### config.mk
export PLATFORM = sky130hd
export DESIGN_NAME = port_b_low_pin_function_select
export DESIGN_NICKNAME = d
export VERILOG_FILES = /design/src/hdl/pin_select_pkg.sv /design/src/hdl/port_b_low_pin_function_select.sv
export SDC_FILE = /design/constraint.sdc
export NUM_CORES = 1
export LEC_CHECK = 0
export BUFFER_PORTS_ARGS = -buffer_cell sky130_fd_sc_hd__buf_2
export CAP_MARGIN = 20
export CELL_PAD_IN_SITES_DETAIL_PLACEMENT = 1
export CELL_PAD_IN_SITES_GLOBAL_PLACEMENT = 2
export CORE_ASPECT_RATIO = 2
export CORE_MARGIN = 2
export CORE_UTILIZATION = 24
export DETAILED_ROUTE_END_ITERATION = 7
export PLACE_DENSITY = 0.75
export SLEW_MARGIN = 20
export SYNTH_ARGS = -nofsm -noshare
export SYNTH_HDL_FRONTEND = slang
export SYNTH_SLANG_ARGS = --single-unit
export TNS_END_PERCENT = 5
### constraint.sdc
create_clock -name clock -period 1.2 [get_ports clock]
set_input_delay 0 -clock clock [delete_from_list [all_inputs] [get_ports clock]]
set_output_delay 0 -clock clock [all_outputs]
set_load 0.005 [all_outputs]
### src/hdl/pin_select_pkg.sv
// shared constants and types for the port B low pin function select
package pin_select_pkg;
  localparam int NUM_PINS = 5;
  localparam int FIELD_W = 2;
  localparam int FIELD_STRIDE = 2;
  localparam int CTRL_W = 10;
  localparam logic [3:0] OFS_FUNC_SEL = 4'h0;
  localparam logic [3:0] OFS_GPIO_DIR = 4'h4;
  localparam logic [3:0] OFS_GPIO_OUT = 4'h8;
  localparam logic [3:0] OFS_PIN_STATE = 4'hC;
  localparam logic [CTRL_W-1:0] FUNC_SEL_RESET = 10'h000;
  localparam logic [NUM_PINS-1:0] GPIO_DIR_RESET = 5'h00;
  localparam logic [NUM_PINS-1:0] GPIO_OUT_RESET = 5'h00;

  typedef enum logic [1:0] {
    MODE_GPIO = 2'h0,
    MODE_RSVD = 2'h1,
    MODE_TIMER = 2'h2,
    MODE_PATTERN = 2'h3
  } pin_mode_t;

  // one timer capture/compare line as seen by a pin
  typedef struct packed {
    logic out;
    logic oe;
  } cc_pin_t;
endpackage

### src/hdl/port_b_low_pin_function_select.sv
// pin function multiplexer for port B pins 4..0 with avalon register slave
// Notes on behaviour
// bits 9,8 select pin 4 function; 00 is general I/O, loaded at reset.
// pin 4: 10 routes timer channel 4 line A, 11 pattern bit 4.
// software never writes the reserved code 01 into any field.
// bits 7,6 select pin 3 function; 00 is general I/O at reset.
// pin 3: 10 routes timer channel 3 line B, 11 pattern bit 3.
// bits 5,4 select pin 2 function; 00 is general I/O at reset.
// pin 2: 10 routes timer channel 3 line A, 11 pattern bit 2.
// bits 3,2 select pin 1 function; 00 is general I/O at reset.
// pin 1: 10 routes timer channel 2 line B, 11 pattern bit 1.
// bits 1,0 select pin 0 function; 00 is general I/O at reset.
// peripheral functions own pin drive and enable, not the GPIO settings.
`timescale 1ns/1ps
`default_nettype none
module port_b_low_pin_function_select (
  input wire logic clock,
  input wire logic rst_n,
  input wire logic [3:0] address,
  input wire logic read,
  input wire logic write,
  input wire logic [31:0] writedata,
  input wire logic [3:0] byteenable,
  output logic [31:0] readdata,
  output logic waitrequest,
  input wire logic [4:0] pin_in,
  output logic [4:0] pin_out,
  output logic [4:0] pin_oe,
  input wire pin_select_pkg::cc_pin_t [4:1] timer_cc,
  output logic [4:1] timer_cc_in,
  input wire logic [4:1] pattern_out
);
  logic [pin_select_pkg::CTRL_W-1:0] func_sel, next_func_sel;
  logic [4:0] gpio_dir, next_gpio_dir;
  logic [4:0] gpio_out, next_gpio_out;
  logic [31:0] next_readdata;
  logic ack, next_ack;
  logic [4:0] next_pin_out, next_pin_oe;
  logic [4:1] next_timer_cc_in;
  logic take;
  logic [31:0] merged;

  function automatic pin_select_pkg::pin_mode_t mode_of(
    input logic [pin_select_pkg::CTRL_W-1:0] sel, input int pin);
    return pin_select_pkg::pin_mode_t'(
      sel[pin*pin_select_pkg::FIELD_STRIDE +: pin_select_pkg::FIELD_W]);
  endfunction

  // merge a written word into a register, honouring byte lanes
  function automatic logic [31:0] merge(input logic [31:0] old,
    input logic [31:0] data, input logic [3:0] be);
    logic [31:0] res;
    res = old;
    for (int b = 0; b < 4; b++) begin
      if (be[b]) begin
        res[b*8 +: 8] = data[b*8 +: 8];
      end
    end
    return res;
  endfunction

  // one wait state: taken on the first cycle, answered on the second
  assign take = (read || write) && !ack;
  assign waitrequest = (read || write) && !ack;

  always_comb begin
    next_ack = take;
    next_func_sel = func_sel;
    next_gpio_dir = gpio_dir;
    next_gpio_out = gpio_out;
    next_readdata = readdata;
    merged = 32'h0000_0000;
    // a write lands at the accepting edge, when waitrequest is low
    if (ack && write) begin
      unique case (address)
        pin_select_pkg::OFS_FUNC_SEL: begin
          merged = merge({22'h0, func_sel}, writedata, byteenable);
          next_func_sel = merged[pin_select_pkg::CTRL_W-1:0];
        end
        pin_select_pkg::OFS_GPIO_DIR: begin
          merged = merge({27'h0, gpio_dir}, writedata, byteenable);
          next_gpio_dir = merged[4:0];
        end
        pin_select_pkg::OFS_GPIO_OUT: begin
          merged = merge({27'h0, gpio_out}, writedata, byteenable);
          next_gpio_out = merged[4:0];
        end
        default: ;
      endcase
    end
    if (take && read) begin
      unique case (address)
        pin_select_pkg::OFS_FUNC_SEL: next_readdata = {22'h0, func_sel};
        pin_select_pkg::OFS_GPIO_DIR: next_readdata = {27'h0, gpio_dir};
        pin_select_pkg::OFS_GPIO_OUT: next_readdata = {27'h0, gpio_out};
        pin_select_pkg::OFS_PIN_STATE: next_readdata = {27'h0, pin_in};
        default: next_readdata = 32'h0000_0000;
      endcase
    end
  end

  // pin drive; reserved code releases the pin rather than guess a source
  always_comb begin
    next_timer_cc_in = 4'h0;
    for (int p = 0; p < 5; p++) begin
      next_pin_out[p] = gpio_out[p];
      next_pin_oe[p] = gpio_dir[p];
      if (mode_of(func_sel, p) == pin_select_pkg::MODE_RSVD) begin
        next_pin_out[p] = 1'b0;
        next_pin_oe[p] = 1'b0;
      end
    end
    // pin 0 has no peripheral line here, so its upper codes stay general I/O
    for (int p = 1; p < 5; p++) begin
      unique case (mode_of(func_sel, p))
        pin_select_pkg::MODE_GPIO, pin_select_pkg::MODE_RSVD: ;
        pin_select_pkg::MODE_TIMER: begin
          next_pin_out[p] = timer_cc[p].out;
          next_pin_oe[p] = timer_cc[p].oe;
          next_timer_cc_in[p] = pin_in[p];
        end
        pin_select_pkg::MODE_PATTERN: begin
          next_pin_out[p] = pattern_out[p];
          next_pin_oe[p] = 1'b1;
        end
      endcase
    end
  end

  always_ff @(posedge clock or negedge rst_n) begin
    if (!rst_n) begin
      func_sel <= pin_select_pkg::FUNC_SEL_RESET;
      gpio_dir <= pin_select_pkg::GPIO_DIR_RESET;
      gpio_out <= pin_select_pkg::GPIO_OUT_RESET;
      readdata <= 32'h0000_0000;
      ack <= 1'b0;
      pin_out <= 5'h00;
      pin_oe <= 5'h00;
      timer_cc_in <= 4'h0;
    end else begin
      func_sel <= next_func_sel;
      gpio_dir <= next_gpio_dir;
      gpio_out <= next_gpio_out;
      readdata <= next_readdata;
      ack <= next_ack;
      pin_out <= next_pin_out;
      pin_oe <= next_pin_oe;
      timer_cc_in <= next_timer_cc_in;
    end
  end

  property p_pin4_gpio;
    @(posedge clock) disable iff (!rst_n)
    $past(func_sel[9:8]) == 2'h0 |->
      pin_oe[4] == $past(gpio_dir[4]) && pin_out[4] == $past(gpio_out[4]);
  endproperty
  a_pin4_gpio: assert property (p_pin4_gpio)
    else $error("pin4 gpio");
  property p_pin4_periph;
    @(posedge clock) disable iff (!rst_n)
    ($past(func_sel[9:8]) == 2'h2 |-> pin_out[4] == $past(timer_cc[4].out))
    and ($past(func_sel[9:8]) == 2'h3 |-> pin_out[4] == $past(pattern_out[4]));
  endproperty
  a_pin4_periph: assert property (p_pin4_periph)
    else $error("pin4 per");
  property p_pin3_gpio;
    @(posedge clock) disable iff (!rst_n)
    $past(func_sel[7:6]) == 2'h0 |-> pin_oe[3] == $past(gpio_dir[3]);
  endproperty
  a_pin3_gpio: assert property (p_pin3_gpio)
    else $error("pin3 gpio");
  property p_pin3_periph;
    @(posedge clock) disable iff (!rst_n)
    $past(func_sel[7:6]) == 2'h2 |-> pin_out[3] == $past(timer_cc[3].out);
  endproperty
  a_pin3_periph: assert property (p_pin3_periph)
    else $error("pin3 per");
  property p_pin3_pattern;
    @(posedge clock) disable iff (!rst_n)
    $past(func_sel[7:6]) == 2'h3 |->
      pin_oe[3] && pin_out[3] == $past(pattern_out[3]);
  endproperty
  a_pin3_pattern: assert property (p_pin3_pattern)
    else $error("pin3 pattern");
  property p_pin2_gpio;
    @(posedge clock) disable iff (!rst_n)
    $past(func_sel[5:4]) == 2'h0 |-> pin_out[2] == $past(gpio_out[2]);
  endproperty
  a_pin2_gpio: assert property (p_pin2_gpio)
    else $error("pin2 gpio");
  property p_pin2_periph;
    @(posedge clock) disable iff (!rst_n)
    $past(func_sel[5:4]) == 2'h3 |->
      pin_oe[2] && pin_out[2] == $past(pattern_out[2]);
  endproperty
  a_pin2_periph: assert property (p_pin2_periph)
    else $error("pin2 per");
  property p_pin2_timer;
    @(posedge clock) disable iff (!rst_n)
    $past(func_sel[5:4]) == 2'h2 |->
      pin_out[2] == $past(timer_cc[2].out) && pin_oe[2] == $past(timer_cc[2].oe);
  endproperty
  a_pin2_timer: assert property (p_pin2_timer)
    else $error("pin2 timer");
  property p_pin1_gpio;
    @(posedge clock) disable iff (!rst_n)
    $past(func_sel[3:2]) == 2'h0 |-> pin_oe[1] == $past(gpio_dir[1]);
  endproperty
  a_pin1_gpio: assert property (p_pin1_gpio)
    else $error("pin1 gpio");
  property p_pin1_periph;
    @(posedge clock) disable iff (!rst_n)
    $past(func_sel[3:2]) == 2'h2 |-> timer_cc_in[1] == $past(pin_in[1]);
  endproperty
  a_pin1_periph: assert property (p_pin1_periph)
    else $error("pin1 per");
  property p_pin1_pattern;
    @(posedge clock) disable iff (!rst_n)
    $past(func_sel[3:2]) == 2'h3 |->
      pin_oe[1] && pin_out[1] == $past(pattern_out[1]);
  endproperty
  a_pin1_pattern: assert property (p_pin1_pattern)
    else $error("pin1 pattern");
  property p_pin0_gpio;
    @(posedge clock) disable iff (!rst_n)
    $past(func_sel[1:0]) == 2'h0 |-> pin_out[0] == $past(gpio_out[0]);
  endproperty
  a_pin0_gpio: assert property (p_pin0_gpio)
    else $error("pin0 gpio");
  property p_periph_owns_oe;
    @(posedge clock) disable iff (!rst_n)
    $past(func_sel[9:8]) == 2'h2 |-> pin_oe[4] == $past(timer_cc[4].oe);
  endproperty
  a_periph_owns_oe: assert property (p_periph_owns_oe)
    else $error("oe src");
  property p_bus_answer;
    @(posedge clock) disable iff (!rst_n)
    (read || write) |-> ##[0:1] !waitrequest;
  endproperty
  a_bus_answer: assert property (p_bus_answer)
    else $error("no bus answer");

  c_timer: cover property (@(posedge clock) func_sel[9:8] == 2'h2);
  c_pattern: cover property (@(posedge clock) func_sel[3:2] == 2'h3);
  c_read: cover property (@(posedge clock) read && !waitrequest);
endmodule // port_b_low_pin_function_select
`default_nettype wire

## Word level (Yosys, flattened, before mapping)

Index checks and enable logic that the tools add are counted.

| word-level totals | value |
|---|---|
| input bits | 61 |
| bits in registers | 67 |
| output and inout port bits | 47 |
| logic and storage cells | 58 |

| operators by class | value |
|---|---|
| equal/unequal tests | 16 |
| muxes and demuxes | 23 |
| reductions and logical operators | 10 |

Operators with widths:

| cell | number |
|---|---|
| $pmux W10 S4 | 1 |
| $eq A2 B2 Y1 const B | 8 |
| $pmux W1 S2 | 8 |
| $mux W1 | 14 |
| $reduce_and A3 Y1 | 4 |
| $eq A2 B1 Y1 const B | 5 |
| $eq A4 B4 Y1 const B | 2 |
| $eq A4 B3 Y1 const B | 1 |
| $logic_not A4 Y1 | 1 |
| $logic_and A1 B1 Y1 | 3 |
| $logic_not A1 Y1 | 1 |
| $logic_or A1 B1 Y1 | 1 |

## Logic depth before layout (Yosys ltp)

Gate-level depths: netlist of run 1.

| depth | value |
|---|---|
| depth after elaboration | 3 |
| gate-level depth with buffers | 5 |
| gate-level depth less buffers | 3 |

## Least setup slack after synthesis of run 1

Ideal clock, no wire load.

| path | value |
|---|---|
| path kind | reg2reg |
| start | register ack |
| end | register readdata[0] |
| cell stages (with the launch flop) | 5 |
| setup slack | -0.024 ns |
| path buffers | 1 |
| required time | 1.133 ns |
| data arrival time | 1.157 ns |
| period minus slack after synthesis | 1.224 ns |
| library setup time | 0.067 ns |
| path through | dfrtp_1 nand2b_1 clkbuf_1 nor3_1 a22o_1 |

| between the ends | value |
|---|---|
| longest elaborated chain between the ends | 3 |

Ends and longest elaborated chain:

| item | line | text |
|---|---|---|
| start: declaration | port_b_low_pin_function_select.sv:37 | `logic ack, next_ack;` |
| start signal: assignment | port_b_low_pin_function_select.sv:145 | `ack <= next_ack;` |
| $logic_not A1 Y1 | port_b_low_pin_function_select.sv:63 | `assign take = (read \|\| write) && !ack;` |
| $logic_and A1 B1 Y1 | port_b_low_pin_function_select.sv:63 |  |
| $logic_and A1 B1 Y1 | port_b_low_pin_function_select.sv:91 | `if (take && read) begin` |
| end signal: assignment | port_b_low_pin_function_select.sv:144 | `readdata <= next_readdata;` |
| end: declaration | port_b_low_pin_function_select.sv:24 | `output logic [31:0] readdata,` |

No other way between the ends.
A chain may end at the register's enable or synchronous reset.

## Worst setup path after layout of run 1

| path | value |
|---|---|
| start | register ack |
| end | register func_sel[3] (netlist bit) |

| between the ends | value |
|---|---|
| longest elaborated chain between the ends | 2 |

Ends and longest elaborated chain:

| item | line | text |
|---|---|---|
| $logic_and A1 B1 Y1 | port_b_low_pin_function_select.sv:74 | `if (ack && write) begin` |
| $reduce_and A3 Y1 (no line) | - |  |
| end signal: assignment | port_b_low_pin_function_select.sv:132 | `func_sel <= pin_select_pkg::FUNC_SEL_RESET;` |
| end signal: assignment | port_b_low_pin_function_select.sv:141 | `func_sel <= next_func_sel;` |
| end: declaration | port_b_low_pin_function_select.sv:33 | `logic [pin_select_pkg::CTRL_W-1:0] func_sel, next_func_sel;` |

No other way between the ends.

==> results of run 1 <==
cell families after synthesis:
logic type	count (synthesis)	share of synthesized area [%]
buffers and inverters	27	9.56
other	1	0.182
flip-flops	45	54.8
AND/OR/NAND/NOR	44	11.3
AO/OA/AOI/OAI	19	5.72
multiplexers	29	18.5
final cells by class:
type	count	area [um2]	share of cell area [%]
clock buffers	7	153	5.10
multi-input cells	114	870	29.0
repair buffers	105	719	24.0
well taps	98	123	4.09
flip-flops and latches	45	1130	37.6
clock inverters	1	5.00	0.167
sequential cells by signal, summed over array words and instances, names as in the netlist:
signal,flops
gpio_dir,5
readdata,10
gpio_out,5
ack,1
timer_cc_in,4
pin_oe,5
pin_out,5
func_sel,10
what timing repair did:
action,CTS,global route
hold buffers,21,0
buffers inserted,0,0
resized for setup,15,4
endpoints found under the setup margin,23,22
pin swaps,1,1
endpoints found under the hold margin,72,0
metal layers:
| layer | global-route usage, % | part of all wire [%] | up-vias |
|---|---|---|---|
| li1 | - | - | 740 |
| met1 | 12.4 | 35 | 773 |
| met2 | 22.9 | 57 | 67 |
| met3 | 2.61 | 5.6 | 9 |
| met4 | 6.32 | 2.8 | 0 |
| met5 | 0 | 0 | - |
cells in the mapped netlist, drive strengths merged:
| library cell | n |
|---|---|
| dfrtp | 45 |
| nand2b | 4 |
| buf | 25 |
| mux2i | 2 |
| nor3 | 2 |
| nor4 | 1 |
| and3b | 3 |
| nand4 | 1 |
| mux2 | 22 |
| nor4b | 1 |
| and2 | 3 |
| a22o | 6 |
| clkbuf | 2 |
| conb | 1 |
| nand2 | 19 |
| mux4 | 5 |
| nor2 | 6 |
| and3 | 1 |
| nand3 | 3 |
| o21ai | 13 |
worst max-delay path by stage:
stage          cells past startpoint  slack, ns                 endpoint
6_report                           4      -0.04  func_sel[3]$_DFFE_PN0P_
5_1_grt                            3      -0.09  gpio_out[2]$_DFFE_PN0P_
4_1_cts                            3      -0.06  gpio_out[4]$_DFFE_PN0P_
3_5_place_dp                       4      -0.09  func_sel[3]$_DFFE_PN0P_
3_3_place_gp                       3      -0.05  gpio_out[4]$_DFFE_PN0P_
2_1_floorplan                      4      -0.02  func_sel[0]$_DFFE_PN0P_
worst max-delay path, stage by stage, from the launching register on:
cell,delay (ns)
sky130_fd_sc_hd__dfrtp_1,0.35
sky130_fd_sc_hd__and3_4,0.20
sky130_fd_sc_hd__and2_4,0.15
sky130_fd_sc_hd__buf_6,0.12
sky130_fd_sc_hd__mux2_4,0.30
placed cells by master (no fill, tap or decap):
| master | netlist | final |
|---|---|---|
| sky130_fd_sc_hd__nand2b_1 | 4 | 3 |
| sky130_fd_sc_hd__and3b_1 | 3 | 3 |
| sky130_fd_sc_hd__nor3_2 | 0 | 1 |
| sky130_fd_sc_hd__and2_4 | 0 | 1 |
| sky130_fd_sc_hd__nand3_1 | 3 | 2 |
| sky130_fd_sc_hd__nor2_2 | 0 | 1 |
| sky130_fd_sc_hd__nand2_1 | 19 | 19 |
| sky130_fd_sc_hd__mux2i_1 | 2 | 2 |
| sky130_fd_sc_hd__dfrtp_1 | 45 | 45 |
| sky130_fd_sc_hd__buf_12 | 0 | 1 |
| sky130_fd_sc_hd__buf_6 | 1 | 5 |
| sky130_fd_sc_hd__nor4_4 | 1 | 1 |
| sky130_fd_sc_hd__mux2_2 | 22 | 14 |
| sky130_fd_sc_hd__clkinv_2 | 0 | 1 |
| sky130_fd_sc_hd__nor2_1 | 6 | 5 |
| sky130_fd_sc_hd__nor3_1 | 2 | 1 |
| sky130_fd_sc_hd__buf_4 | 23 | 17 |
| sky130_fd_sc_hd__clkbuf_16 | 0 | 5 |
| sky130_fd_sc_hd__a22o_1 | 6 | 6 |
| sky130_fd_sc_hd__conb_1 | 1 | 22 |
| sky130_fd_sc_hd__mux2_4 | 0 | 8 |
| sky130_fd_sc_hd__o21ai_0 | 13 | 13 |
| sky130_fd_sc_hd__nand3_2 | 0 | 1 |
| sky130_fd_sc_hd__buf_2 | 1 | 61 |
| sky130_fd_sc_hd__mux4_2 | 5 | 5 |
| sky130_fd_sc_hd__nor4b_1 | 1 | 1 |
| sky130_fd_sc_hd__nand2b_4 | 0 | 1 |
| sky130_fd_sc_hd__and3_4 | 0 | 1 |
| sky130_fd_sc_hd__dlygate4sd3_1 | 0 | 21 |
| sky130_fd_sc_hd__nand4_1 | 1 | 1 |
| sky130_fd_sc_hd__and2_1 | 3 | 2 |
| sky130_fd_sc_hd__clkbuf_8 | 0 | 2 |
power by group through the flow:
stage / sequential [W] / combinational, W / clock, W
global route: 0.00184 / 0.000847 / 0.00153
global placement: 0.00184 / 0.000669 / 0
detailed placement: 0.00184 / 0.000689 / 0
floorplan: 0.00184 / 0.000338 / 0
finish: 0.00181 / 0.000770 / 0.00144
CTS: 0.00182 / 0.000779 / 0.00148
per-stage QoR:
step | worst slack, ns | area [um2]
3_5_place_dp | -0.0949 | 2560
5_1_grt | -0.0858 | 3000
4_1_cts | -0.0573 | 2980
3_3_place_gp | -0.0507 | 2560
2_1_floorplan | -0.0189 | 2140
6_report | -0.0378 | 3000
==> results.txt, run 1 <==
Clock insertion delay at the later pin of the skew report -> 0.29 ns
#FFs+latches synth -> 45
Final setup vio count -> 15
Maximum number of pins on one net before global-route repair -> 46
Global placer's final weighted congestion -> 0.766
Number of buffers created by CTS -> 5
Ratio of total power to cell area -> 1340 nW/um2
Cell at the root of the clock tree -> sky130_fd_sc_hd__clkbuf_16
Final TNS setup -> -0.427 ns
Class of the worst hold path -> in -> reg
Net count of the finished layout -> 332
Non-Filler Instances -> 370
Total via count in the routed design -> 1589
Capturing element type of the critical path -> register
TritonCTS sink count -> 45
Number of nets with antenna violations after detailed routing -> 0
# IOs -> 108
Area growth from synthesis to final layout -> 45.7%
Post-synthesis cell count -> 165
H-tree lvl count -> 2
Clock network fraction of total power -> 35.7%
Data required time at the worst endpoint -> 1.37 ns
DR vias/cell -> 4.29
Layout cells sized above 1 -> 46.3%
Starting utilization of the core area -> 24.8%
Yosys warning count -> 0
Post-route DRC violation count -> 0
Failing checks -> negative setup slack
Synth top area cells -> sky130_fd_sc_hd__dfrtp_1 (55%), sky130_fd_sc_hd__mux2_2 (12%), sky130_fd_sc_hd__buf_4 (8.4%), sky130_fd_sc_hd__mux4_2 (5.5%), sky130_fd_sc_hd__nand2_1 (3.5%)
Die area -> 9370 um2
Number of buffers inserted by port buffering -> 61
Critical path start-end classification -> reg -> reg
Max FO, Critical Path -> 4
Critical path startpoint category -> register
Start point of the critical path -> ack$_DFF_PN0_
Path depth of the worst reg2reg path -> 4
Largest clock skew in the final design -> 0.00330 ns
Starting DRC count in detailed routing -> 57
Share of the core filled with cells -> 36.1%
Number of antenna violations at the first check in global routing -> 0
Startpoint of the lowest-slack register-to-register path -> ack$_DFF_PN0_
Portion of the post-synthesis area used by sequential elements -> 54.8%
Vias in the first global route -> 1761
Number of max-slew violations in the final report -> 0
Leading area contributor after synthesis -> sky130_fd_sc_hd__dfrtp_1
Static Leak -> 1.54 nW
Reg-to-reg setup timing slack -> -0.04 ns
Peak ir drop on the vdd network -> 0.000518 V
Unique cell type count in the Yosys netlist -> 22
Startpoint of the tightest hold check path -> timer_cc[1]
Final worst-path cycle share -> 103%
Max Clk Rate -> 808 MHz
Hold Path Depth -> 3
Total half-perimeter wirelength after legalization and detailed placement -> 4090 um
Reg-to-Reg End -> func_sel[3]$_DFFE_PN0P_
Net switching power of the design -> 0.000982 W
Placement Rows -> 47
Total inserted antenna cells -> 0
Final global-route overflow total -> 0
Post-synthesis area per instance -> 12.5 um2
Max-cap check violation count -> 0
Sequential share of power -> 45.1%
Number of cells in the design after placement -> 341
Switching fraction of total power -> 24.4%
Arrival time of data at the critical path endpoint -> 1.41 ns
Post-layout total power -> 0.00402 W
Minimum setup slack in the final design -> -0.0378 ns
1st-pass router iterations -> 4
Wirelength, routed -> 5410 um
Time the worst path needs with I/O delays and setup -> 1.24 ns
Number of fillers in the final layout -> 924
CTS tree -> built
Post-route worst hold slack -> 0.00793 ns
Number of hold-slack violations in the final timing report -> 0
Combinational Power Share -> 19.1%
Overall global routing resource usage -> 12.2%
Die W -> 69.4 um
Clk pin slew, worst setup/hold paths -> 0.06 ns
Global-route wire length before repair -> 8870 um
Setup repair after global routing missed its margin -> true
Run status -> finished, violations left
Standard cell core area -> 8290 um2
Mean routed wirelength per cell -> 14.6 um
Post-synthesis instance area -> 2060 um2
Area share of the largest cell type after synthesis -> 54.8%
Hold Path End -> pin_out[1]$_DFF_PN0_
Height of the die -> 135 um
Max Buffers Root-to-Sink -> 2
Cell internal pwr -> 0.00304 W
Power figures use the tool's default switching activity.
==> run 2, diff against run 1 <==
--- a/config.mk
+++ b/config.mk
@@ -13,7 +13,8 @@
 export CORE_MARGIN = 2
 export CORE_UTILIZATION = 24
 export DETAILED_ROUTE_END_ITERATION = 7
-export PLACE_DENSITY = 0.75
+export PLACE_DENSITY_LB_ADDON = 0.1
+export RECOVER_POWER = 100
 export SLEW_MARGIN = 20
 export SYNTH_ARGS = -nofsm -noshare
 export SYNTH_HDL_FRONTEND = slang
==> run 2 against run 1 <==
The run still ends with negative setup slack left. Combinational power shrank 1%. First-iteration DRC count fell by 28%. Total power is 0.37% higher. Clock skew increased by 0.0015 ns. Global-route usage rose by 0.61 points. Critical endpoint is now func_sel[0]$_DFFE_PN0P_. Largest power group unchanged.
==> results.txt, run 2 (same netlist as run 1, synthesis figures left out) <==
Post-route DRC violation count -> 0
Data required time at the worst endpoint -> 1.37 ns
Final worst-path cycle share -> 104%
Number of buffers created by CTS -> 5
Die area -> 9370 um2
Critical path start-end classification -> reg -> reg
Failing checks -> negative setup slack
H-tree lvl count -> 2
Total half-perimeter wirelength after legalization and detailed placement -> 4330 um
Run status -> finished, violations left
Static Leak -> 1.50 nW
Slowest library cell on the worst path -> sky130_fd_sc_hd__dfrtp_1
TritonCTS sink count -> 45
Cell at the root of the clock tree -> sky130_fd_sc_hd__clkbuf_16
Die W -> 69.4 um
Number of max-slew violations in the final report -> 0
Number of nets with antenna violations after detailed routing -> 0
Largest clock skew in the final design -> 0.00482 ns
Setup repair after global routing missed its margin -> true
Placement Rows -> 47
Critical path startpoint category -> register
Clk pin slew, worst setup/hold paths -> 0.06 ns
Overall global routing resource usage -> 12.8%
Minimum setup slack in the final design -> -0.0493 ns
Leading cell types in the layout, fill and taps excluded -> sky130_fd_sc_hd__buf_2 (48), sky130_fd_sc_hd__dfrtp_1 (45), sky130_fd_sc_hd__conb_1 (22)
Registers with the most flip-flops -> func_sel (10), readdata (10)
Layout cells sized above 1 -> 41.9%
Ratio of total power to cell area -> 1350 nW/um2
Arrival time of data at the critical path endpoint -> 1.42 ns
CP peak stage delay -> 0.35 ns
Max Clk Rate -> 800 MHz
Max Buffers Root-to-Sink -> 2
Total via count in the routed design -> 1587
Post-route worst hold slack -> 0.00943 ns
Peak ir drop on the vdd network -> 0.000505 V
Net count of the finished layout -> 337
Most common cell after layout, fill and taps aside -> sky130_fd_sc_hd__buf_2
Number of buffers inserted by port buffering -> 61
Starting utilization of the core area -> 24.8%
Number of hold-slack violations in the final timing report -> 0
CTS tree -> built
Maximum number of pins on one net before global-route repair -> 46
Cell family contributing the most delay on the critical path -> simple AND/OR/NAND/NOR gates
Cell-by-cell trace of the critical path -> and3_4 -> and2_4 -> mux2_4
Height of the die -> 135 um
Combined buffer and inverter count along the critical path -> 0
Max FO, Critical Path -> 8
Final TNS setup -> -0.362 ns
Final setup vio count -> 9
Class of the worst hold path -> in -> reg
Final global-route overflow total -> 0
# IOs -> 108
Wirelength, routed -> 5750 um
1st-pass router iterations -> 2
Number of antenna violations at the first check in global routing -> 0
Standard cell core area -> 8290 um2
Global-route wire length before repair -> 9140 um
Capturing element type of the critical path -> register
Time the worst path needs with I/O delays and setup -> 1.25 ns
Worst max-slew margin expressed relative to the limit -> 56.7%
Global placer's final weighted congestion -> 0.684
DR vias/cell -> 4.23
Area growth from synthesis to final layout -> 45.6%
Measured slew at the worst slew-check pin -> 0.650 ns
Max-cap check violation count -> 0
Starting DRC count in detailed routing -> 41
Total inserted antenna cells -> 0
Clock insertion delay at the later pin of the skew report -> 0.29 ns
Mean routed wirelength per cell -> 15.3 um
Vias in the first global route -> 1729
[run 2: cell count changes in the layout (fill, tap and decap cells not counted)]
cell                       change
sky130_fd_sc_hd__nor2_1        +1
sky130_fd_sc_hd__clkbuf_2      +2
sky130_fd_sc_hd__clkbuf_4      +2
sky130_fd_sc_hd__clkbuf_1     +15
sky130_fd_sc_hd__nor2_2        -1
sky130_fd_sc_hd__buf_6         -3
sky130_fd_sc_hd__buf_2        -13
sky130_fd_sc_hd__buf_4         +2
sky130_fd_sc_hd__nand2_2       +1
sky130_fd_sc_hd__nand2_1       -1
[run 2: cell type report]
cell class | instances | area [um2]
Clock buffer | 7 | 153
Clock inverter | 1 | 5.00
Fill cell | 960 | 5300
Multi-Input combinational cell | 114 | 870
Sequential cell | 45 | 1130
Tap cell | 98 | 123
Timing Repair Buffer | 110 | 717
[run 2: routing by layer]
metal / global-route usage, % / share of wire (%)
met5: 0 / 0
met1: 14.1 / 38
met4: 5.56 / 1.9
met2: 23.1 / 56
met3: 3.06 / 4.5
[run 2: final timing paths]
kind                            cells after the start  slack (ns)                 endpoint                     from
max in group asynchronous                           3        0.38  gpio_out[0]$_DFFE_PN0P_                    rst_n
worst max register to register                      3       -0.05  func_sel[0]$_DFFE_PN0P_            ack$_DFF_PN0_
min in group asynchronous                           3        0.37     pin_out[3]$_DFF_PN0_                    rst_n
worst min register to register                      2        0.48  readdata[6]$_DFFE_PN0P_  readdata[6]$_DFFE_PN0P_
worst min-delay path                                3       0.009     pin_out[4]$_DFF_PN0_              timer_cc[7]
worst max-delay path                                3       -0.05  func_sel[0]$_DFFE_PN0P_            ack$_DFF_PN0_
[run 2: power breakdown]
group / switching (W) / total (W) / internal, W / leakage, nW
sequential: 0.000109 / 0.00181 / 0.00170 / 0.606
combinational: 0.000319 / 0.000761 / 0.000441 / 0.810
clock: 0.000581 / 0.00146 / 0.000882 / 0.0799
total: 0.00101 / 0.00404 / 0.00303 / 1.50
[run 2: tightest hold or removal path, cell delays in order]
cell and delay, ns:
sky130_fd_sc_hd__buf_2 0.08, sky130_fd_sc_hd__mux2i_1 0.05, sky130_fd_sc_hd__o21ai_0 0.13
[run 2: stage by stage]
step / cells / util, % / worst slack (ns) / total power, W / cell area [um2]
after floorplan: 186 / - / -0.0189 / 0.00218 / 2140
after global placement: 347 / 31.7 / -0.0518 / 0.00255 / 2630
after detailed placement: 347 / 31.7 / -0.104 / 0.00256 / 2630
after CTS: 374 / 36.4 / -0.0414 / 0.00414 / 3020
after global routing: 375 / 36.1 / -0.0871 / 0.00425 / 2990
final: 375 / 36.1 / -0.0493 / 0.00404 / 2990
[run 2: timing repair]
action,CTS,global route
resized for setup,14,4
buffers inserted,0,0
pin swaps,1,2
hold buffers,20,1
endpoints found under the setup margin,23,24
hold endpoints to repair,72,1
